$ cat config.mk
export PLATFORM = sky130hd
export DESIGN_NAME = operating_mode_system_control
export DESIGN_NICKNAME = d
export VERILOG_FILES = /design/src/pkg/opmode_pkg.sv /design/src/hdl/operating_mode_system_control.sv
export VERILOG_INCLUDE_DIRS = /design/src /design/src/pkg
export SDC_FILE = /design/constraint.sdc
export NUM_CORES = 1
export LEC_CHECK = 0
export ABC_AREA = 1
export BUFFER_PORTS_ARGS = -buffer_cell sky130_fd_sc_hd__clkbuf_2
export CAP_MARGIN = 20
export CELL_PAD_IN_SITES_DETAIL_PLACEMENT = 2
export CELL_PAD_IN_SITES_GLOBAL_PLACEMENT = 2
export CORE_ASPECT_RATIO = 0.6
export CORE_MARGIN = 3
export CORE_UTILIZATION = 23
export DETAILED_ROUTE_END_ITERATION = 16
export PLACE_DENSITY = 0.81
export REMOVE_ABC_BUFFERS = 1
export SLEW_MARGIN = 40
export SYNTH_ARGS = -nofsm -noshare
export SYNTH_HDL_FRONTEND = slang
export SYNTH_SLANG_ARGS = --single-unit
$ cat constraint.sdc
create_clock -name clk -period 2.36 [get_ports clk]
set_clock_uncertainty 0.1 [all_clocks]
set_input_delay 0.118 -clock clk [delete_from_list [all_inputs] [get_ports clk]]
set_output_delay 0.118 -clock clk [all_outputs]
set_load 0.03 [all_outputs]
$ cat src/pkg/opmode_defines.svh
/*
 Register offsets, field positions, reset values and bus response codes for the operating mode and system control block.
 Assumes inclusion by bare name from design files.
*/
`ifndef OPMODE_DEFINES_SVH
`define OPMODE_DEFINES_SVH
`define MODE_MONITOR_OFFSET 12'h000
`define SYSTEM_CONTROL_OFFSET 12'h004
`define SYSCTL_RESET 8'h01
`define SYSCTL_WMASK 8'hBD
`define SYSCTL_BIT_RSVD7 7
`define SYSCTL_BIT_IRQMODE_HI 5
`define SYSCTL_BIT_IRQMODE_LO 4
`define SYSCTL_BIT_NMIEDGE 3
`define SYSCTL_BIT_MRESEN 2
`define SYSCTL_BIT_RAMEN 0
`define MODE_SEEN_RESET 3'h0
`define AXI_RESP_OKAY 2'h0
`define AXI_RESP_SLVERR 2'h2
`define ADDR_SPACE_BITS 24
`endif

$ cat src/pkg/opmode_pkg.sv
/*
 Types for the operating mode block.
 Assumes nothing beyond a SystemVerilog compiler.
*/
package opmode_pkg;
	typedef enum logic [1:0] {
		MODE_EXT_ROMOFF_16,
		MODE_EXT_ROMOFF_8,
		MODE_EXT_ROMON_8,
		MODE_SINGLE_CHIP
	} op_mode_type;
	typedef enum logic [1:0] {
		WR_IDLE,
		WR_RESP
	} wr_state_type;
endpackage

$ cat src/hdl/operating_mode_system_control.sv
/*
 Operating mode decoder with mode monitor and system control registers on AXI4-Lite.
 Assumes straps are asynchronous pins, porRst_n is the power-on reset and rst_n covers every reset.
*/
// The implementer's own choices: the AXI4-Lite slave port and the placing of the registers.
`timescale 1ns/10ps
`include "opmode_defines.svh"

module operating_mode_system_control (
	input  wire logic        clk,
	input  wire logic        rst_n,
	input  wire logic        porRst_n,
	input  wire logic        mode_strap_2,
	input  wire logic        mode_strap_1,
	input  wire logic        mode_strap_0,
	input  wire logic        manual_reset_n,
	input  wire logic [3:0]  addr_output_enable_bits,
	input  wire logic [15:0] sharedDdr,
	input  wire logic [7:0]  lowDdr,
	input  wire logic        anyArea16,
	input  wire logic        allArea8,
	input  wire logic [11:0] s_axi_awaddr,
	input  wire logic        s_axi_awvalid,
	output logic             s_axi_awready,
	input  wire logic [31:0] s_axi_wdata,
	input  wire logic [3:0]  s_axi_wstrb,
	input  wire logic        s_axi_wvalid,
	output logic             s_axi_wready,
	output logic [1:0]       s_axi_bresp,
	output logic             s_axi_bvalid,
	input  wire logic        s_axi_bready,
	input  wire logic [11:0] s_axi_araddr,
	input  wire logic        s_axi_arvalid,
	output logic             s_axi_arready,
	output logic [31:0]      s_axi_rdata,
	output logic [1:0]       s_axi_rresp,
	output logic             s_axi_rvalid,
	input  wire logic        s_axi_rready,
	output logic             modeValid,
	output logic [1:0]       opMode,
	output logic             advancedMode,
	output logic             romEnable,
	output logic             extBusEnable,
	output logic             bus16,
	output logic [15:0]      sharedAddrOut,
	output logic [15:0]      sharedPortOut,
	output logic [7:0]       lowAddrOut,
	output logic [7:0]       lowPortOut,
	output logic [1:0]       irqCtrlMode,
	output logic             nonmask_irq_edge_sel,
	output logic             manualResetReq,
	output logic             onchip_ram_en
);
	logic [2:0]  strapMeta;
	logic [2:0]  strapSync;
	logic [1:0]  mresMeta;
	logic [1:0]  mresSync;
	logic [2:0]  mode_seen;
	logic [7:0]  system_control_reg;
	logic        awHeld;
	logic        wHeld;
	logic [11:0] awAddr;
	logic [31:0] wData;
	logic [3:0]  wStrb;
	opmode_pkg::wr_state_type wrState;
	opmode_pkg::op_mode_type  modeDec;
	logic        doWrite;
	logic [15:0] upperEnable;
	logic [7:0]  rdByte;
	logic        rdHit;
	logic        busMode16;

	// Straps and the manual reset pin are asynchronous
	always_ff @(posedge clk) begin
		strapMeta <= {mode_strap_2, mode_strap_1, mode_strap_0};
		strapSync <= strapMeta;
		mresMeta  <= {mresMeta[0], manual_reset_n};
		mresSync  <= {mresSync[0], mresMeta[1]};
	end

	always_comb begin
		modeValid = strapSync[2];
		modeDec   = opmode_pkg::op_mode_type'(strapSync[1:0]);
	end

	assign opMode       = strapSync[1:0];
	assign advancedMode = 1'b1;
	// Straps assumed frozen; no relatch logic beyond the synchroniser
	assign romEnable    = modeValid && strapSync[1];
	assign extBusEnable = modeValid && (modeDec != opmode_pkg::MODE_SINGLE_CHIP);

	always_comb begin
		busMode16 = 1'b0;
		case (modeDec)
			opmode_pkg::MODE_EXT_ROMOFF_16: busMode16 = !allArea8;
			opmode_pkg::MODE_EXT_ROMOFF_8:  busMode16 = anyArea16;
			opmode_pkg::MODE_EXT_ROMON_8:   busMode16 = anyArea16;
			default:                        busMode16 = 1'b0;
		endcase
	end

	// Upper 16 address pins: bits 15:13 carry A23-A21 on the top port-1 pins,
	// bit 12 is A20, bits 11:0 are A19-A8. Each enable bit covers a nibble.
	always_comb begin
		upperEnable = 16'h0000;
		for (int i = 0; i < 16; i++) begin
			upperEnable[i] = addr_output_enable_bits[i / 4];
		end
	end

	always_ff @(posedge clk) begin
		if (!rst_n) begin
			bus16         <= 1'b0;
			sharedAddrOut <= 16'h0000;
			sharedPortOut <= 16'h0000;
			lowAddrOut    <= 8'h00;
			lowPortOut    <= 8'h00;
		end else begin
			bus16 <= extBusEnable && busMode16;
			if (!extBusEnable) begin
				sharedAddrOut <= 16'h0000;
				lowAddrOut    <= 8'h00;
				lowPortOut    <= lowDdr;
			end else if (modeDec == opmode_pkg::MODE_EXT_ROMON_8) begin
				sharedAddrOut <= upperEnable;
				lowAddrOut    <= lowDdr;
				lowPortOut    <= 8'h00;
			end else begin
				sharedAddrOut <= upperEnable;
				lowAddrOut    <= 8'hFF;
				lowPortOut    <= 8'h00;
			end
			sharedPortOut <= extBusEnable ? (sharedDdr & ~upperEnable) : sharedDdr;
		end
	end

	// AXI write path: address and data taken in either order
	assign s_axi_awready = !awHeld && (wrState == opmode_pkg::WR_IDLE);
	assign s_axi_wready  = !wHeld && (wrState == opmode_pkg::WR_IDLE);
	assign doWrite       = awHeld && wHeld && (wrState == opmode_pkg::WR_IDLE);

	always_ff @(posedge clk) begin
		if (!rst_n) begin
			awHeld       <= 1'b0;
			wHeld        <= 1'b0;
			awAddr       <= 12'h000;
			wData        <= 32'h0000_0000;
			wStrb        <= 4'h0;
			wrState      <= opmode_pkg::WR_IDLE;
			s_axi_bvalid <= 1'b0;
			s_axi_bresp  <= `AXI_RESP_OKAY;
		end else begin
			if (s_axi_awvalid && s_axi_awready) begin
				awHeld <= 1'b1;
				awAddr <= s_axi_awaddr;
			end
			if (s_axi_wvalid && s_axi_wready) begin
				wHeld <= 1'b1;
				wData <= s_axi_wdata;
				wStrb <= s_axi_wstrb;
			end
			case (wrState)
				opmode_pkg::WR_IDLE: begin
					if (doWrite) begin
						awHeld       <= 1'b0;
						wHeld        <= 1'b0;
						s_axi_bvalid <= 1'b1;
						s_axi_bresp  <= ({awAddr[11:2], 2'b00} == `SYSTEM_CONTROL_OFFSET ||
							{awAddr[11:2], 2'b00} == `MODE_MONITOR_OFFSET) ? `AXI_RESP_OKAY : `AXI_RESP_SLVERR;
						wrState      <= opmode_pkg::WR_RESP;
					end
				end
				opmode_pkg::WR_RESP: begin
					if (s_axi_bready) begin
						s_axi_bvalid <= 1'b0;
						wrState      <= opmode_pkg::WR_IDLE;
					end
				end
				default: wrState <= opmode_pkg::WR_IDLE;
			endcase
		end
	end

	// System control register; reserved bits 6 and 1 stay 0
	always_ff @(posedge clk) begin
		if (!rst_n) begin
			system_control_reg <= `SYSCTL_RESET;
		end else if (doWrite && wStrb[0] && {awAddr[11:2], 2'b00} == `SYSTEM_CONTROL_OFFSET) begin
			system_control_reg <= wData[7:0] & `SYSCTL_WMASK;
		end
	end

	assign irqCtrlMode          = system_control_reg[`SYSCTL_BIT_IRQMODE_HI:`SYSCTL_BIT_IRQMODE_LO];
	assign nonmask_irq_edge_sel = system_control_reg[`SYSCTL_BIT_NMIEDGE];
	assign manualResetReq       = system_control_reg[`SYSCTL_BIT_MRESEN] && !mresSync[1];
	assign onchip_ram_en        = system_control_reg[`SYSCTL_BIT_RAMEN];

	// AXI read path; straps latched into the monitor at the read
	assign s_axi_arready = !s_axi_rvalid;
	assign rdHit = ({s_axi_araddr[11:2], 2'b00} == `MODE_MONITOR_OFFSET) ||
		({s_axi_araddr[11:2], 2'b00} == `SYSTEM_CONTROL_OFFSET);

	always_comb begin
		rdByte = 8'h00;
		if ({s_axi_araddr[11:2], 2'b00} == `MODE_MONITOR_OFFSET) begin
			rdByte = {5'h00, strapSync};
		end else if ({s_axi_araddr[11:2], 2'b00} == `SYSTEM_CONTROL_OFFSET) begin
			rdByte = system_control_reg;
		end
	end

	// Only power-on reset clears the latch; a manual reset keeps it
	always_ff @(posedge clk) begin
		if (!porRst_n) begin
			mode_seen <= `MODE_SEEN_RESET;
		end else if (s_axi_arvalid && s_axi_arready &&
			{s_axi_araddr[11:2], 2'b00} == `MODE_MONITOR_OFFSET) begin
			mode_seen <= strapSync;
		end
	end

	always_ff @(posedge clk) begin
		if (!rst_n) begin
			s_axi_rvalid <= 1'b0;
			s_axi_rdata  <= 32'h0000_0000;
			s_axi_rresp  <= `AXI_RESP_OKAY;
		end else if (s_axi_arvalid && s_axi_arready) begin
			s_axi_rvalid <= 1'b1;
			s_axi_rdata  <= {24'h000000, rdByte};
			s_axi_rresp  <= rdHit ? `AXI_RESP_OKAY : `AXI_RESP_SLVERR;
		end else if (s_axi_rready) begin
			s_axi_rvalid <= 1'b0;
		end
	end

	ram_reset_a: assert property (@(posedge clk) $rose(rst_n) |-> onchip_ram_en)
		else $error("RAM enable not set after reset");
	rom_mode_a: assert property (@(posedge clk) disable iff (!rst_n)
		modeValid |-> (romEnable == strapSync[1]))
		else $error("ROM enable disagrees with mode");
	single_chip_a: assert property (@(posedge clk) disable iff (!rst_n)
		(modeValid && strapSync[1:0] == 2'b11) |=> (sharedAddrOut == 16'h0000 && lowAddrOut == 8'h00))
		else $error("Address driven in single-chip mode");
	low_addr_a: assert property (@(posedge clk) disable iff (!rst_n)
		(modeValid && !strapSync[1] && $stable(strapSync)) |=> lowAddrOut == 8'hFF)
		else $error("Low address not driven in modes 4 and 5");
	reserved_bits_a: assert property (@(posedge clk) disable iff (!rst_n)
		system_control_reg[6] == 1'b0 && system_control_reg[1] == 1'b0)
		else $error("Reserved control bit set");
	monitor_read_a: assert property (@(posedge clk) disable iff (!rst_n)
		(s_axi_arvalid && s_axi_arready && s_axi_araddr[11:2] == 10'h000) |=>
		(s_axi_rvalid && s_axi_rdata[7:3] == 5'h00 && s_axi_rdata[2:0] == $past(strapSync)))
		else $error("Mode monitor read wrong");
	manual_reset_n_gate_a: assert property (@(posedge clk) disable iff (!rst_n)
		!system_control_reg[2] |-> !manualResetReq)
		else $error("Manual reset passed while gated");
	bus_width_a: assert property (@(posedge clk) disable iff (!rst_n)
		(modeValid && strapSync[1:0] == 2'b00 && !allArea8 && $stable(strapSync)) |=> bus16)
		else $error("Mode 4 bus not 16 bits");
	advanced_a: assert property (@(posedge clk) advancedMode)
		else $error("Advanced addressing lost");
	addr_enable_a: assert property (@(posedge clk) disable iff (!rst_n)
		(extBusEnable && $stable(extBusEnable) && $stable(addr_output_enable_bits)) |=>
		sharedAddrOut[15:12] == {4{addr_output_enable_bits[3]}})
		else $error("Address enable not followed");

	// Pin role checks
	ext_bus_a: assert property (@(posedge clk) disable iff (!rst_n)
		(modeValid && strapSync[1:0] != 2'b11)
		|-> extBusEnable)
		else $error("External bus off in extended mode");

	bus_narrow_a: assert property (@(posedge clk) disable iff (!rst_n)
		(modeValid && (strapSync[1:0] == 2'b01 || strapSync[1:0] == 2'b10) && anyArea16)
		|=> bus16)
		else $error("Bus not widened by a 16-bit area");

	bus_mode4_a: assert property (@(posedge clk) disable iff (!rst_n)
		(modeValid && strapSync[1:0] == 2'b00 && allArea8)
		|=> !bus16)
		else $error("Mode 4 bus not narrowed");

	single_bus_a: assert property (@(posedge clk) disable iff (!rst_n)
		(modeValid && strapSync[1:0] == 2'b11)
		|=> !bus16)
		else $error("Bus width set in single-chip mode");

	low_port_a: assert property (@(posedge clk) disable iff (!rst_n)
		extBusEnable
		|=> lowPortOut == 8'h00)
		else $error("Low port used as port in extended mode");

	mode6_low_a: assert property (@(posedge clk) disable iff (!rst_n)
		(modeValid && strapSync[1:0] == 2'b10)
		|=> lowAddrOut == $past(lowDdr))
		else $error("Mode 6 low address ignores direction");

	shared_split_a: assert property (@(posedge clk) disable iff (!rst_n)
		1'b1
		|-> (sharedPortOut & sharedAddrOut) == 16'h0000)
		else $error("Shared pin both address and port");

	low_split_a: assert property (@(posedge clk) disable iff (!rst_n)
		1'b1
		|-> (lowPortOut & lowAddrOut) == 8'h00)
		else $error("Low pin both address and port");

	single_port_a: assert property (@(posedge clk) disable iff (!rst_n)
		(modeValid && strapSync[1:0] == 2'b11)
		|=> (sharedPortOut == $past(sharedDdr) && lowPortOut == $past(lowDdr)))
		else $error("Single-chip port not general");

	// Register checks
	ctrl_write_a: assert property (@(posedge clk) disable iff (!rst_n)
		(doWrite && wStrb[0] && {awAddr[11:2], 2'b00} == `SYSTEM_CONTROL_OFFSET)
		|=> system_control_reg == ($past(wData[7:0]) & `SYSCTL_WMASK))
		else $error("Control write not stored");

	ctrl_reset_a: assert property (@(posedge clk)
		$rose(rst_n)
		|-> (irqCtrlMode == 2'b00 && !nonmask_irq_edge_sel && !system_control_reg[2]))
		else $error("Control fields not cleared by reset");

	seen_latch_a: assert property (@(posedge clk) disable iff (!rst_n)
		(s_axi_arvalid && s_axi_arready && s_axi_araddr[11:2] == 10'h000)
		|=> mode_seen == $past(strapSync))
		else $error("Straps not latched on read");

	seen_keep_a: assert property (@(posedge clk)
		(porRst_n && !(s_axi_arvalid && s_axi_arready))
		|=> $stable(mode_seen))
		else $error("Latched straps lost without power-on reset");

	seen_clear_a: assert property (@(posedge clk)
		!porRst_n
		|=> mode_seen == `MODE_SEEN_RESET)
		else $error("Power-on reset did not clear latch");

	// Bus handshake checks; the byte sits in data bits 7:0
	bvalid_hold_a: assert property (@(posedge clk) disable iff (!rst_n)
		(s_axi_bvalid && !s_axi_bready)
		|=> s_axi_bvalid)
		else $error("Write response dropped early");

	rvalid_hold_a: assert property (@(posedge clk) disable iff (!rst_n)
		(s_axi_rvalid && !s_axi_rready)
		|=> (s_axi_rvalid && $stable(s_axi_rdata)))
		else $error("Read data dropped early");

	read_upper_a: assert property (@(posedge clk) disable iff (!rst_n)
		s_axi_rvalid
		|-> s_axi_rdata[31:8] == 24'h000000)
		else $error("Upper read bits not zero");

	wr_block_a: assert property (@(posedge clk) disable iff (!rst_n)
		s_axi_bvalid
		|-> (!s_axi_awready && !s_axi_wready))
		else $error("Write taken while response pending");
endmodule

==> Word level (Yosys, flattened, before mapping) <==
Cells that the tools add are included.
W data, S select, Z words.
{ "totals": {"wordCells": 85, "ff_bits": 101, "input_bits": 102, "output_inout_bits": 101} }
{ "op_classes": {"n_mux": 21, "reduce_logical": 32, "eq_ne": 8, "n_bitwise": 3} }
{ "op_table": {"columns": ["operator", "count"], "rows": [
  ["$mux W8", 3],
  ["$eq A10 B1 Y1 const B", 2],
  ["$logic_not A10 Y1", 2],
  ["$and A16 B16 Y16", 1],
  ["$mux W16", 1],
  ["$not A16 Y16", 1],
  ["$logic_and A1 B1 Y1", 13],
  ["$mux W1", 10],
  ["$mux W2", 4],
  ["$ne A2 B2 Y1 const B", 3],
  ["$reduce_and A2 Y1", 3],
  ["$logic_not A1 Y1", 5],
  ["$eq A2 B1 Y1 const B", 2],
  ["$logic_not A2 Y1", 2],
  ["$pmux W1 S2", 2],
  ["$pmux W2 S2", 1],
  ["$reduce_bool A2 Y1", 2],
  ["$reduce_or A2 Y1", 2],
  ["$reduce_and A3 Y1", 1],
  ["$eq A2 B2 Y1 const B", 1],
  ["$logic_or A1 B1 Y1", 2],
  ["$not A1 Y1", 1]
]} }

==> Longest topological paths before layout <==
Gate-level depths: netlist of run 1.
{ "logic_depth": {"word_depth": 6, "depth_mapped": 8, "mapped_depth_nobuf": 7} }

==> Worst setup path after synthesis of run 1 <==
No wires, ideal clock.
{ "synth_path": {"path_type": "register to register", "from": "reg, netlist name s_axi_bvalid", "to": "reg awAddr[10]", "setup_slack_ps": 686, "setup_time_ps": 116, "path_stages_with_launch": 6, "arrival_time_ps": 1458, "required_time_ps": 2144, "path_buffers": 1, "synth_period_minus_slack_ps": 1674, "path_cell_list": "dfxtp_1 nor2_1 nand2_1 buf_2 o21ai_0 nor2_1"} }
{ "synth_lines": {"columns": ["item", "line_no", "source"], "rows": [
  ["to (signal assigned)", "operating_mode_system_control.sv:155", "awAddr <= s_axi_awaddr;"],
  ["to (decl)", "operating_mode_system_control.sv:62", "logic [11:0] awAddr;"]
]} }

==> Worst setup path after layout of run 1 <==
{ "layout_path": {"from": "reg strapSync[1]", "to": "out extBusEnable"} }
{ "layout_between": {"elab_chain_cells": 2} }
{ "layout_lines": {"columns": ["item", "line_no", "source"], "rows": [
  ["from (decl)", "operating_mode_system_control.sv:55", "logic [2:0] strapSync;"],
  ["from (signal assigned)", "operating_mode_system_control.sv:76", "strapSync <= strapMeta;"],
  ["$ne A2 B2 Y1", "operating_mode_system_control.sv:90", "assign extBusEnable = modeValid && (modeDec != opmode_pkg::MODE_SINGLE_CHIP);"],
  ["$logic_and A1 B1 Y1", "operating_mode_system_control.sv:90", null],
  ["to (decl)", "operating_mode_system_control.sv:43", "output logic extBusEnable,"]
]} }
Every way passes these cells.

==> flow_metrics.py, run 1 <==
metrics = {
    "status": {
        "status": "finished, final reports clean",
    },
    "global_route": {
        "grt_start_max_net_pins": 29,
        "grt_use_met2_pct": 26.0,
        "grtUsageTotal_pct": 14.6,
        "grt_overflow": 0,
        "gr-max-usage-layer": "met2",
        "met1_usage_pct": 16.7,
        "grt_pass1_wl_microns": 16900,
        "grt_pass1_vias": 3241,
        "grtUsageMet3_pct": 4.99,
        "antenna_found_initial": 0,
    },
    "clock_network": {
        "cts_tree": "done",
        "clk_latency_ns": 0.33,
        "cts_root_buf": "clkbuf_16",
        "path_clk_slew_ns": 0.06,
        "clkSinkCount": 83,
        "clk_path_buf_depth": 2,
        "numCtsBuffers": 9,
        "htree_levels": 3,
    },
    "worst_setup_path": {
        "crit_path_top_delay_cell": "dfxtp_1",
        "path_max_fanout": 6,
        "path_cells": "ha_1, nor2_2, clkbuf_2",
        "worstSetupPathType": "reg2out",
        "crit_family": "flip-flops",
        "critical_path_buf_inv_count": 1,
        "worstPathRequired_ns": 2.14,
        "cp.arrival_ns": 1.55,
        "critPathLaunchType": "flip-flop",
        "end_kind": "output pin",
        "cpPeakStageDelay_ns": 0.38,
    },
    "sta": {
        "period_share_pct": 74.9,
        "slew_headroom_pct": 53.4,
        "worstMarginPinSlew_ns": 0.695,
        "tns_ns": 0,
        "hold_viol_final": 0,
        "layout_setup_ws_ns": 0.592,
        "max_freq_ghz": 0.566,
        "maxSlewViolCount": 0,
        "period_needed_ns": 1.77,
        "final-setup-viol-count": 0,
        "rsz0062_at_grt": "false",
    },
    "routing": {
        "route.detailed.drc": 0,
        "via_per_inst": 4.07,
        "drtIter0Drc": 47,
        "wire_per_inst_microns": 15.1,
        "drt_wl_total_microns": 10900,
        "drt_pass1_iterations": 4,
        "routed-via-count": 2935,
        "ant_nets": 0,
    },
    "synth": {
        "syn_avg_cell_area_sq_um": 8.35,
        "netlist.top_cell.by_area": "dfxtp_1",
        "ys_seq_elements": 83,
        "synth_area_leaders": "dfxtp_1 (53%), buf_4 (10%), nor2_1 (9.4%)",
        "synthDistinctLibCells": 29,
        "syn_area_sq_mm": 0.00311,
        "netlist_instances": 372,
        "synth_edf_count": 0,
        "synth_common_cells": "dfxtp_1 (83), nor2_1 (78), inv_1 (44)",
        "ys_seq_area_share_pct": 53.5,
        "synth_top_area_share_pct": 53.5,
        "yosysWarnings": 0,
        "synth_ff_type": "dfxtp_1",
        "synth_most_common_cell": "dfxtp_1",
        "synth-async-reset-ratio_pct": 0,
    },
    "power_and_ir_drop": {
        "p_comb_share_pct": 15.5,
        "intPower_mw": 2.63,
        "switching_share_pct": 27.0,
        "total_leakage_power_nw": 2.38,
        "ir_drop_mv": 0.346,
        "powerDensity_mw_per_mm2": 793,
        "clkPwrFrac_pct": 42.0,
        "p_seq_share_pct": 42.5,
        "switching_power_mw": 0.973,
    },
    "final_layout": {
        "area_delta_synth_final_pct": 46.1,
        "multi_input_area_sq_um": 982,
        "n_antenna_cell": 0,
        "top_register": "sharedPortOut",
        "largestRegisters": "sharedPortOut x16, awAddr x10",
        "seq_area_sq_mm": 0.00166,
        "nets": 651,
        "num-fill-cells": 1501,
        "drive_gt1_share_pct": 29.9,
        "largest_register_ffs": 16,
    },
    "worst_hold_path": {
        "hold_path_class": "in2reg",
    },
    "floorplan": {
        "io_pins": 203,
        "coreArea_sq_mm": 0.0130,
        "die_h_microns": 96.0,
        "start_util_pct": 23.9,
        "core.rowCount": 32,
        "die_x_microns": 156,
        "die_area_sq_mm": 0.0150,
    },
    "flow_run": {
        "max_cap_violations": 0,
    },
    "place": {
        "pre_cts_slack_ns": 0.672,
        "gp_congestion": 0.712,
        "port_buffers": 140,
        "dp_hpwl_microns": 7870,
    },
}
==> kinds of logic after synthesis <==
kind of cell | count (synthesis) | synth area share, %
AOI/OAI and AO/OA | 39 | 6.61
adders and majority gates | 3 | 1.21
buffers and inverters | 99 | 18.0
DFF | 83 | 53.5
other | 2 | 0.242
and+or+nand+nor | 146 | 20.4
==> area by class of cell <==
type                            count  area share [%]
Sequential cell                    83            36.6
Clock buffer                       12            5.43
Clock inverter                      4            1.63
Tap cell                          170            4.69
Inverter                           47            3.89
Timing Repair Buffer              189            26.1
Multi-Input combinational cell    216            21.6
==> worst paths after layout <==
kind,startpoint,endpoint,slack (ns),cells past startpoint
hold / removal,addr_output_enable_bits[2],sharedAddrOut[11],0.02,3
setup / recovery,strapSync[1],extBusEnable,0.59,3
setup reg to reg,strapSync[1],lowAddrOut[3],0.69,4
hold reg to reg,mresSync[0],mresSync[1],0.23,0
==> what timing repair did <==
action                                  CTS  global route
hold buffers                             47             0
gates resized for setup                   0             0
endpoints found under the setup margin    0             0
endpoints found under the hold margin    55             0
buffers inserted                          0             0
==> metrics by stage <==
step                      cells  hold slack [ns]  util, %  total power [mW]  cell area (sq um)
final                       721           0.0180     34.9              3.60               4540
after global routing        721           0.0269     34.9              3.78               4540
after CTS                   721          0.00613     34.9              3.65               4540
after detailed placement    658            0.123     28.8              2.06               3750
after global placement      658            0.123     28.8              2.03               3750
after floorplan             346           0.0457        -              1.86               2820
==> worst min-delay path: stages <==
cell	delay [ns]
clkbuf_2	0.08
nand2_1	0.15
nor2_1	0.06
==> power by group through the flow <==
stage               logic [mW]  registers (mW)  clock network, mW
CTS                      0.560            1.53               1.56
global placement         0.478            1.55                  0
floorplan                0.207            1.65                  0
finish                   0.559            1.53               1.51
global route             0.616            1.54               1.63
detailed placement       0.496            1.56                  0
==> cell usage in the layout (no fill, tap or decap) <==
| master | synthesis | final |
|---|---|---|
| clkinv_4 | 0 | 1 |
| nor2_2 | 3 | 3 |
| clkbuf_8 | 2 | 1 |
| nand2_1 | 32 | 32 |
| nand3_1 | 22 | 22 |
| inv_1 | 44 | 44 |
| clkbuf_2 | 0 | 140 |
| and2_1 | 1 | 1 |
| nand3b_1 | 1 | 1 |
| nor2_1 | 78 | 78 |
| dfxtp_1 | 83 | 83 |
| nand3_2 | 2 | 2 |
| inv_2 | 2 | 2 |
| bufinv_16 | 0 | 2 |
| conb_1 | 2 | 28 |
| clkinv_2 | 0 | 1 |
| dlygate4sd3_1 | 0 | 47 |
| o211ai_1 | 1 | 1 |
| ha_1 | 3 | 3 |
| clkbuf_16 | 0 | 9 |
| nor3_4 | 1 | 1 |
| nand4_1 | 5 | 5 |
| o31ai_1 | 1 | 1 |
| clkbuf_1 | 3 | 2 |
| buf_4 | 42 | 2 |
| o21a_1 | 1 | 1 |
| o21ai_1 | 1 | 1 |
| clkinv_1 | 1 | 1 |
| nor2_4 | 1 | 1 |
| o21ai_0 | 19 | 19 |
| a21oi_1 | 15 | 15 |
| a22oi_1 | 1 | 1 |
==> routing by layer <==
metal	wire length, microns	vias to the layer above
met4	159	0
li1	-	1429
met2	5490	96
met3	698	15
met1	4560	1395
met5	0	-
Note: power is estimated with default switching activity, not from simulation.
==> run 2: changes to the inputs <==
CORE_UTILIZATION = 21   (was 23)
PLACE_DENSITY = 0.74   (was 0.81)
clock period = 1.74 ns   (was 2.36 ns; I/O delays follow)
==> run 2 against run 1 <==
Compared with the run above: first-iteration DRC count is 60% higher; clock-buffer cell count stayed put; core utilization is 1.6 points lower; die area is 9.0% higher; wire length is 1.9% higher; sequential power is 35% higher; flip-flop and latch count stayed put; cell count is 4.3% higher.
==> flow_metrics.py, run 2 (synthesized netlist as in run 1, its figures left out) <==
metrics = {
    "flow_run": {
        "max_cap_violations": 0,
    },
    "routing": {
        "routed-via-count": 2948,
        "wire_per_inst_microns": 14.8,
        "drt_wl_total_microns": 11100,
        "route.detailed.drc": 0,
        "via_per_inst": 3.92,
        "ant_nets": 0,
        "drtIter0Drc": 75,
        "drt_pass1_iterations": 4,
    },
    "clock_network": {
        "clkSinkCount": 83,
        "cts_tree": "done",
        "htree_levels": 3,
        "clk_path_buf_depth": 2,
        "post-cts-setup-buffer-count": 0,
        "path_clk_slew_ns": 0.06,
        "numCtsBuffers": 9,
        "clk_latency_ns": 0.33,
        "cts_root_buf": "clkbuf_16",
    },
    "floorplan": {
        "start_util_pct": 22.1,
        "coreArea_sq_mm": 0.0140,
        "die_area_sq_mm": 0.0163,
        "die_x_microns": 163,
        "io_pins": 203,
        "core.rowCount": 33,
        "die_h_microns": 100,
    },
    "worst_setup_path": {
        "crit_family": "flip-flops",
        "cp.arrival_ns": 1.40,
        "reg2reg_from": "strapSync[0]",
        "critical_path_buf_inv_count": 1,
        "cpPeakStageDelay_ns": 0.34,
        "reg2reg_to": "lowAddrOut[6]",
        "worstSetupPathType": "reg2out",
        "r2r_cells": 4,
        "end_kind": "output pin",
        "path_cells": "ha_1, nor2_4, clkbuf_2",
        "crit_path_end": "extBusEnable",
        "path_depth": 3,
        "path_max_fanout": 6,
        "crit_path_top_delay_cell": "dfxtp_1",
        "ff2ff_setup_slack_ns": 0.19,
        "critical_path.startpoint": "strapSync[0]",
        "critPathLaunchType": "flip-flop",
        "worstPathRequired_ns": 1.55,
    },
    "sta": {
        "slew_headroom_pct": 66.3,
        "period_needed_ns": 1.59,
        "layout_setup_ws_ns": 0.150,
        "final-setup-viol-count": 0,
        "worstMarginPinSlew_ns": 0.505,
        "max_freq_ghz": 0.629,
        "rsz0062_at_grt": "false",
        "tns_ns": 0,
        "period_share_pct": 91.4,
        "maxSlewViolCount": 0,
        "hold_viol_final": 0,
    },
    "global_route": {
        "grt_start_max_net_pins": 29,
        "grt_overflow": 0,
        "grtUsageTotal_pct": 13.8,
        "grt_pass1_vias": 3312,
        "grt_pass1_wl_microns": 17600,
        "antenna_found_initial": 0,
    },
    "place": {
        "dp_hpwl_microns": 7950,
        "port_buffers": 140,
        "pre_cts_slack_ns": 0.0796,
        "dp.cells": 684,
        "gp_congestion": 0.722,
    },
    "power_and_ir_drop": {
        "powerDensity_mw_per_mm2": 1060,
        "p_total_mw": 4.93,
        "ir_drop_mv": 0.439,
        "p_comb_share_pct": 15.9,
        "clkPwrFrac_pct": 42.1,
        "switching_share_pct": 26.6,
        "intPower_mw": 3.62,
        "switching_power_mw": 1.31,
        "total_leakage_power_nw": 2.43,
        "p_seq_share_pct": 42.0,
    },
    "final_layout": {
        "drive_gt1_share_pct": 30.4,
        "final_common_cell": "clkbuf_2",
        "n_antenna_cell": 0,
        "num-fill-cells": 1634,
        "layout.cells.most_common_list": "clkbuf_2 (140), dfxtp_1 (83), nor2_1 (78), dlygate4sd3_1 (52), inv_1 (44)",
        "area_delta_synth_final_pct": 50.4,
        "largest_register_ffs": 16,
        "top_register": "sharedPortOut",
        "final_util_pct": 33.3,
        "nets": 660,
        "final_cells": 752,
        "largestRegisters": "sharedPortOut x16, awAddr x10",
    },
    "status": {
        "status": "finished, final reports clean",
    },
    "worst_hold_path": {
        "hold_path_class": "in2reg",
    },
}
-- run 2: cell count changes in the layout (fill, tap and decap cells not counted), sizes merged --
cell and change:
dlygate4sd3 +5, buf +4, clkinv -1, clkinvlp +1
-- run 2: per-stage QoR --
step / hold WS, ns / cell area [sq um]
final: 0.0299 / 4670
after global routing: 0.0385 / 4670
after CTS: 0.0118 / 4670
after detailed placement: 0.0923 / 3820
after global placement: 0.0923 / 3820
after floorplan: 0.0147 / 2820
-- run 2: final cells by class --
class,count,area (sq um),share of cell area [%]
repair buffers,198,1280,27.4
multi-input cells,216,987,21.1
inverters,47,176,3.78
flip-flops and latches,83,1660,35.6
clock buffers,12,256,5.49
clock inverters,4,72.6,1.55
well taps,192,240,5.14
-- run 2: what timing repair did --
item	in CTS	in global routing
endpoints found under the hold margin	59	0
gates resized for setup	1	0
setup endpoints to repair	1	0
hold buffers	52	0
-- run 2: power by group through the flow --
stage | Sequential, mW | Clock [mW] | Combinational (mW)
floorplan | 2.24 | 0 | 0.281
global placement | 2.11 | 0 | 0.665
detailed placement | 2.11 | 0 | 0.688
CTS | 2.07 | 2.15 | 0.783
global route | 2.08 | 2.22 | 0.866
finish | 2.07 | 2.07 | 0.786
-- run 2: worst min-delay path by stage --
stage / to / slack [ns] / depth (start not counted) / startpoint
6_report: s_axi_rdata[1] / 0.03 / 4 / s_axi_araddr[2]
5_1_grt: s_axi_rresp[1] / 0.04 / 4 / s_axi_araddr[3]
4_1_cts: s_axi_rresp[1] / 0.01 / 4 / s_axi_araddr[3]
3_5_place_dp: strapMeta[0] / 0.09 / 1 / mode_strap_0
3_3_place_gp: strapMeta[2] / 0.09 / 1 / mode_strap_2
2_1_floorplan: mresMeta[0] / 0.01 / 0 / manual_reset_n
-- run 2: tightest hold or removal path, stage by stage --
cell	delay, ns
clkbuf_2	0.09
nor2_1	0.08
nand3_1	0.09
a21oi_1	0.06
-- run 2: layer usage --
layer / GRT usage, % / share of wire (%) / wire length (microns)
met5: 0 / 0 / 0
met2: 25.2 / 51 / 5710
met3: 5.11 / 6.8 / 759
met4: 2.66 / 0.63 / 70
met1: 15.6 / 41 / 4570
